===== config.mk =====
export PLATFORM = sky130hd
export DESIGN_NAME = aos_dual_sync
export DESIGN_NICKNAME = d
export VERILOG_FILES = /design/src/core/aos_pkg.sv /design/src/core/aos_oversampler.sv /design/src/core/aos_trigger_delay.sv /design/src/core/aos_dual_sync.sv
export VERILOG_INCLUDE_DIRS = /design/src /design/src/core
export SDC_FILE = /design/constraint.sdc
export NUM_CORES = 1
export LEC_CHECK = 0
export BUFFER_PORTS_ARGS = -buffer_cell sky130_fd_sc_hd__buf_2
export CORE_ASPECT_RATIO = 1.75
export CORE_MARGIN = 2
export CORE_UTILIZATION = 40
export CTS_CLUSTER_SIZE = 40
export DETAILED_ROUTE_END_ITERATION = 16
export PLACE_DENSITY = 0.69
export SLEW_MARGIN = 20
export SYNTH_ARGS = -nofsm -noshare
export SYNTH_HDL_FRONTEND = slang
export SYNTH_SLANG_ARGS = --single-unit

===== constraint.sdc =====
create_clock -name clk -period 5.97 [get_ports clk]
set_input_delay 0.2985 -clock clk [delete_from_list [all_inputs] [get_ports clk]]
set_output_delay 0.2985 -clock clk [all_outputs]
set_load 0.01 [all_outputs]

===== src/core/aos_defines.svh =====
// Purpose: Offsets, field positions, reset values and timing counts of the oversampling and dual sync block.
// Assumes: 32-bit APB register words at aligned byte addresses.
// Notes:   Definitions only.
`ifndef AOS_DEFINES_SVH
`define AOS_DEFINES_SVH

// ----------------------------------------
// Register offsets
// ----------------------------------------
`define AOS_OVS_CTRL_OFS   12'h000
`define AOS_SYNC_CTRL_OFS  12'h004
`define AOS_STATUS_OFS     12'h008
`define AOS_PRI_RESULT_OFS 12'h00C
`define AOS_SEC_RESULT_OFS 12'h010
`define AOS_PACKED_OFS     12'h014

// ----------------------------------------
// Field positions
// ----------------------------------------
`define AOS_OVS_EN_BIT      0
`define AOS_OVS_RATIO_LSB   2
`define AOS_OVS_SHIFT_LSB   5
`define AOS_SYNC_MODE_LSB   0
`define AOS_TRIG_SRC_BIT    4
`define AOS_SW_TRIG_BIT     5
`define AOS_DMA_EN_BIT      6
`define AOS_PRI_EOCIE_BIT   7
`define AOS_SEC_EOCIE_BIT   8

// ----------------------------------------
// Reset values and timing
// ----------------------------------------
`define AOS_OVS_CTRL_RST    32'h0000_0000
`define AOS_SYNC_CTRL_RST   32'h0000_0000
`define AOS_FAST_DELAY      7
`define AOS_SLOW_DELAY      14
`define AOS_MAX_SHIFT       8

`endif


===== src/core/aos_pkg.sv =====
// Purpose: Types shared by the oversampling and dual sync block.
// Assumes: Nothing beyond the defines header.
// Notes:   Holds types only; numbers live in the defines header.
`default_nettype none
package aos_pkg;

   typedef enum logic [3:0] {
      AOS_MODE_FREE     = 4'h0,
      AOS_MODE_PARALLEL = 4'h6,
      AOS_MODE_FAST     = 4'h7,
      AOS_MODE_SLOW     = 4'h8
   } aos_sync_mode_t;

   typedef struct packed {
      logic        valid;
      logic [11:0] data;
   } aos_conv_t;

   typedef struct packed {
      logic        enable;
      logic [2:0]  ratioSel;
      logic [3:0]  shiftSel;
   } aos_ovs_cfg_t;

endpackage
`default_nettype wire


===== src/core/aos_oversampler.sv =====
// Purpose: Accumulates N conversions, shifts, rounds and keeps 16 bits.
// Assumes: One conversion result per valid pulse.
// Notes:   Bypass passes the raw result when disabled.
`default_nettype none
module aos_oversampler #(
   parameter int ACC_W = 20
) (
   input  wire logic                  clk,
   input  wire logic                  rst,
   input  wire aos_pkg::aos_ovs_cfg_t cfg,
   input  wire aos_pkg::aos_conv_t    conv,
   output logic                       resValid,
   output logic [15:0]                resData
);

   logic [ACC_W-1:0] acc_q;
   logic [ACC_W-1:0] acc_d;
   logic [8:0]       cnt_q;
   logic [8:0]       ratio;
   logic             lastConv;
   logic [ACC_W:0]   rounded;
   logic [ACC_W:0]   shifted;

   // ----------------------------------------
   // Ratio, rounding and truncation
   // ----------------------------------------
   assign ratio    = 9'h002 << cfg.ratioSel;
   assign acc_d    = acc_q + {{(ACC_W-12){1'b0}}, conv.data};
   assign lastConv = (cnt_q == ratio - 9'h001);
   // Half of the shift weight is added so the shift rounds to nearest.
   assign rounded  = (cfg.shiftSel == 4'h0) ? {1'b0, acc_d} :
                     {1'b0, acc_d} + ((ACC_W+1)'(1) << (cfg.shiftSel - 4'h1));
   assign shifted  = rounded >> ((cfg.shiftSel > 4'h8) ? 4'h8 : cfg.shiftSel);

   always_ff @(posedge clk) begin
      if (rst || !cfg.enable) begin
         acc_q <= '0;
         cnt_q <= '0;
      end else if (conv.valid) begin
         acc_q <= lastConv ? '0 : acc_d;
         cnt_q <= lastConv ? 9'h000 : cnt_q + 9'h001;
      end
   end

   always_ff @(posedge clk) begin
      if (rst) begin
         resValid <= 1'b0;
         resData  <= 16'h0000;
      end else begin
         resValid <= conv.valid && (!cfg.enable || lastConv);
         if (conv.valid && !cfg.enable) begin
            resData <= {4'h0, conv.data};
         end else if (conv.valid && lastConv) begin
            resData <= shifted[15:0];
         end
      end
   end

endmodule
`default_nettype wire


===== src/core/aos_trigger_delay.sv =====
// Purpose: Delays the primary start pulse by a programmable count for the secondary.
// Assumes: Triggers come only when both converters are idle.
// Notes:   A new trigger during the wait restarts the count.
`default_nettype none
module aos_trigger_delay (
   input  wire logic       clk,
   input  wire logic       rst,
   input  wire logic       start,
   input  wire logic [3:0] delay,
   output logic            fire
);

   logic [3:0] cnt_q;
   logic       busy_q;

   always_ff @(posedge clk) begin
      if (rst) begin
         cnt_q  <= 4'h0;
         busy_q <= 1'b0;
         fire   <= 1'b0;
      end else begin
         fire <= 1'b0;
         if (start) begin
            cnt_q  <= delay - 4'h1;
            busy_q <= 1'b1;
         end else if (busy_q) begin
            if (cnt_q == 4'h1) begin
               fire   <= 1'b1;
               busy_q <= 1'b0;
            end
            cnt_q <= cnt_q - 4'h1;
         end
      end
   end

endmodule
`default_nettype wire


===== src/core/aos_dual_sync.sv =====
// Purpose: Oversampling post-processing and dual converter sync control with an APB register file.
// Assumes: Converter cores give one-cycle result pulses on clk; the external trigger is a pin.
// Notes:   Conversion timing itself belongs to the cores and is not changed here.
`default_nettype none
`include "aos_defines.svh"

// Summary of operation
// - With oversampling on, sum N results and right shift to a word up to 16 bits.
// - Ratio field of three bits selects N from 2 to 256 in powers of two.
// - Shift field of four bits selects a shift of 0 to 8 bits.
// - Accumulator holds at least 20 bits so 256 full-scale results never overflow.
// - Round the shifted sum to nearest, keep the low 16 bits.
// - Upper bits beyond 16 are dropped, never saturated.
// - Sampling and conversion timing per conversion stays as in normal operation.
// - One averaged result per N completed conversions.
// - Free mode: converters run independently, no trigger or data sharing.
// - Parallel mode: both start together on the primary's selected trigger.
// - Mode 0111 is follow-up fast, mode 1000 is follow-up slow.
// - Synchronised modes pack secondary data high and primary data low for DMA.
// - Synchronised modes make secondary data readable through the primary result register.
// - Parallel mode: each converter with end-of-conversion enabled raises its event.
// - Fast follow-up: secondary starts seven clocks after the primary.
// - Slow follow-up: secondary starts fourteen clocks after the primary.
module aos_dual_sync (
   input  wire logic        clk,
   input  wire logic        rst,
   input  wire logic        psel,
   input  wire logic        penable,
   input  wire logic        pwrite,
   input  wire logic [11:0] paddr,
   input  wire logic [31:0] pwdata,
   output logic      [31:0] prdata,
   output logic             pready,
   output logic             pslverr,
   input  wire logic        extTrigPin,
   input  wire logic        priSwTrig,
   input  wire logic        secSwTrig,
   input  wire logic        priConvDone,
   input  wire logic [11:0] priConvData,
   input  wire logic        secConvDone,
   input  wire logic [11:0] secConvData,
   output logic             priStart,
   output logic             secStart,
   output logic             priEoc,
   output logic             secEoc,
   output logic             dmaReq,
   output logic      [31:0] dmaData
);

   // ----------------------------------------
   // Registers and state
   // ----------------------------------------
   aos_pkg::aos_ovs_cfg_t   ovsCfg_q;
   aos_pkg::aos_sync_mode_t mode_q;
   logic                    trigSrcSel_q;
   logic                    dmaEn_q;
   logic                    priEocie_q;
   logic                    secEocie_q;
   logic             [15:0] priResult_q;
   logic             [15:0] secResult_q;
   logic                    priNew_q;
   logic                    secNew_q;
   logic              [2:0] trigSync_q;
   logic                    swTrigReq_q;
   logic                    extEdge;
   logic                    priTrig;
   logic                    synced;
   logic              [3:0] followDelay;
   logic                    followStart;
   logic                    delayedFire;
   logic                    priOvsValid;
   logic             [15:0] priOvsData;
   logic                    secOvsValid;
   logic             [15:0] secOvsData;
   logic                    pairReady;

   // ----------------------------------------
   // APB decode
   // ----------------------------------------
   logic        acc;
   logic        wrOvs;
   logic        wrSync;
   logic        mapped;
   logic [31:0] rdMux;
   logic [31:0] packedWord;

   assign acc    = psel && penable;
   assign mapped = (paddr == `AOS_OVS_CTRL_OFS) || (paddr == `AOS_SYNC_CTRL_OFS) ||
                   (paddr == `AOS_STATUS_OFS) || (paddr == `AOS_PRI_RESULT_OFS) ||
                   (paddr == `AOS_SEC_RESULT_OFS) || (paddr == `AOS_PACKED_OFS);
   assign wrOvs  = acc && pwrite && (paddr == `AOS_OVS_CTRL_OFS);
   assign wrSync = acc && pwrite && (paddr == `AOS_SYNC_CTRL_OFS);
   assign synced = (mode_q != aos_pkg::AOS_MODE_FREE);
   assign packedWord = {secResult_q, priResult_q};

   // In synced modes the primary result register shows the packed pair.
   always_comb begin
      rdMux = 32'h0000_0000;
      unique case (paddr)
         `AOS_OVS_CTRL_OFS:   rdMux = {23'h0, ovsCfg_q.shiftSel, ovsCfg_q.ratioSel, 1'b0, ovsCfg_q.enable};
         `AOS_SYNC_CTRL_OFS:  rdMux = {23'h0, secEocie_q, priEocie_q, dmaEn_q, 1'b0, trigSrcSel_q, mode_q};
         `AOS_STATUS_OFS:     rdMux = {30'h0, secNew_q, priNew_q};
         `AOS_PRI_RESULT_OFS: rdMux = synced ? packedWord : {16'h0, priResult_q};
         `AOS_SEC_RESULT_OFS: rdMux = {16'h0, secResult_q};
         `AOS_PACKED_OFS:     rdMux = packedWord;
         default:             rdMux = 32'h0000_0000;
      endcase
   end

   always_ff @(posedge clk) begin
      if (rst) begin
         prdata  <= 32'h0000_0000;
         pready  <= 1'b0;
         pslverr <= 1'b0;
      end else begin
         pready  <= psel && !pready && !penable ? 1'b0 : (acc && !pready);
         pslverr <= acc && !pready && !mapped;
         if (acc && !pready && !pwrite) begin
            prdata <= rdMux;
         end
      end
   end

   // ----------------------------------------
   // Control registers
   // ----------------------------------------
   logic wrTake;
   assign wrTake = acc && pready;

   always_ff @(posedge clk) begin
      if (rst) begin
         ovsCfg_q     <= '0;
         mode_q       <= aos_pkg::AOS_MODE_FREE;
         trigSrcSel_q <= 1'b0;
         dmaEn_q      <= 1'b0;
         priEocie_q   <= 1'b0;
         secEocie_q   <= 1'b0;
      end else begin
         if (wrOvs && wrTake) begin
            ovsCfg_q.enable   <= pwdata[`AOS_OVS_EN_BIT];
            ovsCfg_q.ratioSel <= pwdata[`AOS_OVS_RATIO_LSB +: 3];
            ovsCfg_q.shiftSel <= (pwdata[`AOS_OVS_SHIFT_LSB +: 4] > 4'h8) ? 4'h8 :
                                 pwdata[`AOS_OVS_SHIFT_LSB +: 4];
         end
         if (wrSync && wrTake) begin
            // Codes outside the table fall back to free mode.
            unique case (pwdata[`AOS_SYNC_MODE_LSB +: 4])
               4'h6:    mode_q <= aos_pkg::AOS_MODE_PARALLEL;
               4'h7:    mode_q <= aos_pkg::AOS_MODE_FAST;
               4'h8:    mode_q <= aos_pkg::AOS_MODE_SLOW;
               default: mode_q <= aos_pkg::AOS_MODE_FREE;
            endcase
            trigSrcSel_q <= pwdata[`AOS_TRIG_SRC_BIT];
            dmaEn_q      <= pwdata[`AOS_DMA_EN_BIT];
            priEocie_q   <= pwdata[`AOS_PRI_EOCIE_BIT];
            secEocie_q   <= pwdata[`AOS_SEC_EOCIE_BIT];
         end
      end
   end

   // ----------------------------------------
   // Trigger path
   // ----------------------------------------
   // The pin passes three flops; a rising edge counts once stages two and three agree.
   always_ff @(posedge clk) begin
      if (rst) begin
         trigSync_q  <= 3'h0;
         swTrigReq_q <= 1'b0;
      end else begin
         trigSync_q  <= {trigSync_q[1:0], extTrigPin};
         swTrigReq_q <= wrSync && wrTake && pwdata[`AOS_SW_TRIG_BIT];
      end
   end

   logic trigLevel_q;
   always_ff @(posedge clk) begin
      if (rst) begin
         trigLevel_q <= 1'b0;
      end else if (trigSync_q[2] == trigSync_q[1]) begin
         trigLevel_q <= trigSync_q[2];
      end
   end

   assign extEdge     = (trigSync_q[2] == trigSync_q[1]) && trigSync_q[2] && !trigLevel_q;
   assign priTrig     = trigSrcSel_q ? (swTrigReq_q || priSwTrig) : extEdge;
   assign followDelay = (mode_q == aos_pkg::AOS_MODE_SLOW) ? 4'(`AOS_SLOW_DELAY) : 4'(`AOS_FAST_DELAY);
   assign followStart = priTrig && ((mode_q == aos_pkg::AOS_MODE_FAST) || (mode_q == aos_pkg::AOS_MODE_SLOW));

   aos_trigger_delay u_delay (
      .clk   (clk),
      .rst   (rst),
      .start (followStart),
      .delay (followDelay),
      .fire  (delayedFire)
   );

   // The core's own sampling time is untouched; only start pulses are steered.
   always_ff @(posedge clk) begin
      if (rst) begin
         priStart <= 1'b0;
         secStart <= 1'b0;
      end else begin
         priStart <= priTrig;
         unique case (mode_q)
            aos_pkg::AOS_MODE_FREE:     secStart <= secSwTrig;
            aos_pkg::AOS_MODE_PARALLEL: secStart <= priTrig;
            aos_pkg::AOS_MODE_FAST:     secStart <= delayedFire;
            aos_pkg::AOS_MODE_SLOW:     secStart <= delayedFire;
         endcase
      end
   end

   // ----------------------------------------
   // Result path
   // ----------------------------------------
   aos_oversampler u_priOvs (
      .clk      (clk),
      .rst      (rst),
      .cfg      (ovsCfg_q),
      .conv     ({priConvDone, priConvData}),
      .resValid (priOvsValid),
      .resData  (priOvsData)
   );

   aos_oversampler u_secOvs (
      .clk      (clk),
      .rst      (rst),
      .cfg      (ovsCfg_q),
      .conv     ({secConvDone, secConvData}),
      .resValid (secOvsValid),
      .resData  (secOvsData)
   );

   // In synced modes a DMA word goes out once both halves of a pair have arrived.
   assign pairReady = (priNew_q || priOvsValid) && (secNew_q || secOvsValid);

   always_ff @(posedge clk) begin
      if (rst) begin
         priResult_q <= 16'h0000;
         secResult_q <= 16'h0000;
         priNew_q    <= 1'b0;
         secNew_q    <= 1'b0;
         priEoc      <= 1'b0;
         secEoc      <= 1'b0;
         dmaReq      <= 1'b0;
         dmaData     <= 32'h0000_0000;
      end else begin
         if (priOvsValid) begin
            priResult_q <= priOvsData;
         end
         if (secOvsValid) begin
            secResult_q <= secOvsData;
         end
         priEoc <= priOvsValid && priEocie_q;
         secEoc <= secOvsValid && secEocie_q;
         if (synced && pairReady) begin
            dmaReq   <= dmaEn_q;
            dmaData  <= {secOvsValid ? secOvsData : secResult_q,
                         priOvsValid ? priOvsData : priResult_q};
            priNew_q <= 1'b0;
            secNew_q <= 1'b0;
         end else begin
            dmaReq   <= !synced && dmaEn_q && priOvsValid;
            dmaData  <= priOvsValid ? {16'h0, priOvsData} : dmaData;
            priNew_q <= synced && (priNew_q || priOvsValid);
            secNew_q <= synced && (secNew_q || secOvsValid);
         end
      end
   end

endmodule
`default_nettype wire


==> metrics.txt <==
drt wl/cell=20.8 microns; Final Util=45.0%; I/O Pins=149; global-route wire length before repair=78,800 microns; Core Region=36,500 sq um; First DRT Iteration DRCs=958; number of global-route vias before repair=14,382; Leakage=6.55 nW; top-area cell type share of the netlist area=30.3%; Place WS=0.642 ns; EDFF count, synth=0; CTS sink cnt=223; gpl congestion=0.965; asr flop ratio synth=0%; vias per cell=5.99; gr ovfl total=0; CP required=6.40 ns; post-synthesis cell type count=96; final slew viol count=0; Worst EP arrival=5.82 ns; FF-to-FF setup slack=0.58 ns; Critical R2R Capture=u_priOvs.resData[9]; Die Height=258 microns; PnR worst setup slack=0.576 ns; initial antenna violation count=1; PnR Total Power=3.14 mW; FF-to-FF path depth=20; syn_area_per_cell=7.68 sq um; DR pass1 iterations=7; CP endpoint kind=register; Crit path buffers/inverters=0; crit share post-route=90.3%; #FFs+latches synth=223; worst-path maximum fanout=4; worst-margin pin slew=1.11 ns; DIE WIDTH=149 microns; commonest cells in the netlist=258 x nor2_1, 223 x dfxtp_1, 213 x nand2_1, 176 x a21oi_1, 89 x o21ai_0; met2 wire len=25,800 microns; worst hold stages=2; Hold/Removal Path Class=in -> reg; routed wire length=51,400 microns; cell count after placement=2,434; Synth Instances=1,918; CTS Buf Count=21; sequential share of the synthesized area=30.3%; DIE AREA=38,400 sq um; # rows=93; P per Cell Area=191 nW/um^2; Antenna Nets Post-Route=0; DP Area=15,800 sq um; H-tree depth=1; CTS tree=yes; crit path max-delay cell type=a311oi_1; largest net degree at the start of global routing=75; max-cap check violation count=0; clock buffer depth=3; worst path cell trace=ha_1 > fa_1 > a211oi_1 > o21ai_1 > a21boi_0 > o31ai_1 > a21oi_1 > xnor2_1 > ha_1 > a21o_1 > a21o_1 > a21oi_1 > o21ai_0 > a21boi_0 > nand2_1 > a21oi_1 > nor3_1 > a311oi_1 > o22ai_1 > o31ai_1; Port Buffers=125; outcome=finished, final reports clean; main flop type after synthesis=dfxtp_1; via count=14,824; count leader, synth=nor2_1; # DRC=0; Slew headroom=25.9%; Post-CTS Setup Bufs=0; synth warn=0; # resized after CTS=0; Setup Skew=0.0168 ns; WS Path Type=reg -> reg; RR Startpoint=u_priOvs.acc_q[0]; crit-path leading delay family=compound AO/OA/AOI/OAI gates; hold path startpoint=pwdata[5]; met3 routed WL=2180 microns; Finished Cell Area=16,400 sq um; Net Count, Synth=2,066; VDD IR-drop max=155 uV; most frequent CP cell=a21oi_1; Final setup viols=0; final hold slack=0.0515 ns; Initial Util=40.3%; CTS clk-pin slew, worst paths=0.07 ns; slowest stage delay, CP=0.61 ns; Area Growth Syn to Fin=11.6%; RSZ-0062 raised after global routing=false; wl on met1=18,800 microns; mapped cell area=14,700 sq um; cell taking the most area after synthesis=dfxtp_1; final hold vios=0; fin nets=2,130; Post-CTS Hold Buffers=0; clk root buf=clkbuf_16; minimum clock period=5.39 ns; WHS Endpoint=swTrigReq_q; total track usage=25.8%; setup TNS=0 ns; Critical Path Start Type=register; non-filler cells, final=2,473; clk_lat worst skew=0.53 ns; top sig layer=met4; synth top area cells=dfxtp_1 30%, nor2_1 6.6%, a21oi_1 6.0%, ha_1 5.6%, nand2_1 5.4%; DP HPWL=39,300 microns; f_max=0.185 GHz; layout cells sized above 1=11.6%
## power by group
part | internal, mW | switching (mW) | leakage [nW] | total, mW
clock | 0.726 | 0.623 | 0.321 | 1.35
sequential | 1.51 | 0.0220 | 1.81 | 1.53
combinational | 0.0939 | 0.170 | 4.43 | 0.264
total | 2.33 | 0.815 | 6.55 | 3.14
## worst max path at each step
| stage | from | to | slack [ns] | depth (start not counted) |
|---|---|---|---|---|
| 2_1_floorplan | ovsCfg_q[1] | u_priOvs.resData[12] | 1.29 | 21 |
| 5_1_grt | u_priOvs.acc_q[0] | u_priOvs.resData[9] | 0.40 | 20 |
| 3_3_place_gp | priConvData[0] | u_priOvs.resData[9] | 0.60 | 21 |
| 3_5_place_dp | priConvData[0] | u_priOvs.resData[9] | 0.64 | 21 |
| 4_1_cts | u_priOvs.acc_q[0] | u_priOvs.resData[9] | 0.71 | 20 |
| 6_report | u_priOvs.acc_q[0] | u_priOvs.resData[9] | 0.58 | 20 |
## kinds of logic after synthesis
kind of cell	synth area share, %
buffers and inverters	3.94
adders and majority gates	6.15
DFF	30.3
muxes	5.84
AOI/OAI and AO/OA	24.5
xor gates and xnor gates	5.49
and+or+nand+nor	23.8
## routing by layer
layer	vias to the layer above	GRT usage, %
li1	7083	-
met5	-	0
met2	534	47.3
met1	7012	26.8
met4	0	19.9
met3	195	2.16
## flip-flops by register name, summed over array words and instances, names as in the netlist, 16 cells and up
name and cells:
u_secOvs.resData 16, u_priOvs.resData 16, dmaData 32, secResult_q 16, u_priOvs.acc_q 20, priResult_q 16, prdata 32, u_secOvs.acc_q 20
## cell usage in the layout, fill, tap and decap left out, drive strengths merged, types with 33 or more instances in the layout
| cell | n |
|---|---|
| a21oi | 176 |
| a22oi | 42 |
| buf | 158 |
| dfxtp | 223 |
| ha | 66 |
| inv | 33 |
| mux2i | 78 |
| nand2 | 213 |
| nand3 | 63 |
| nor2 | 261 |
| nor3 | 60 |
| o21ai | 98 |
| xnor2 | 43 |
| xor2 | 45 |
## layout make-up
class                      count  area, sq um
fill                        3699        20100
inverter                      31          116
clock buffer                  26          564
antenna                        1         2.50
multi-input combinational   1547         9710
timing repair buffer         158          876
tap                          475          594
sequential                   223         4470
clock inverter                12          106
Power figures use the tool's default switching activity.
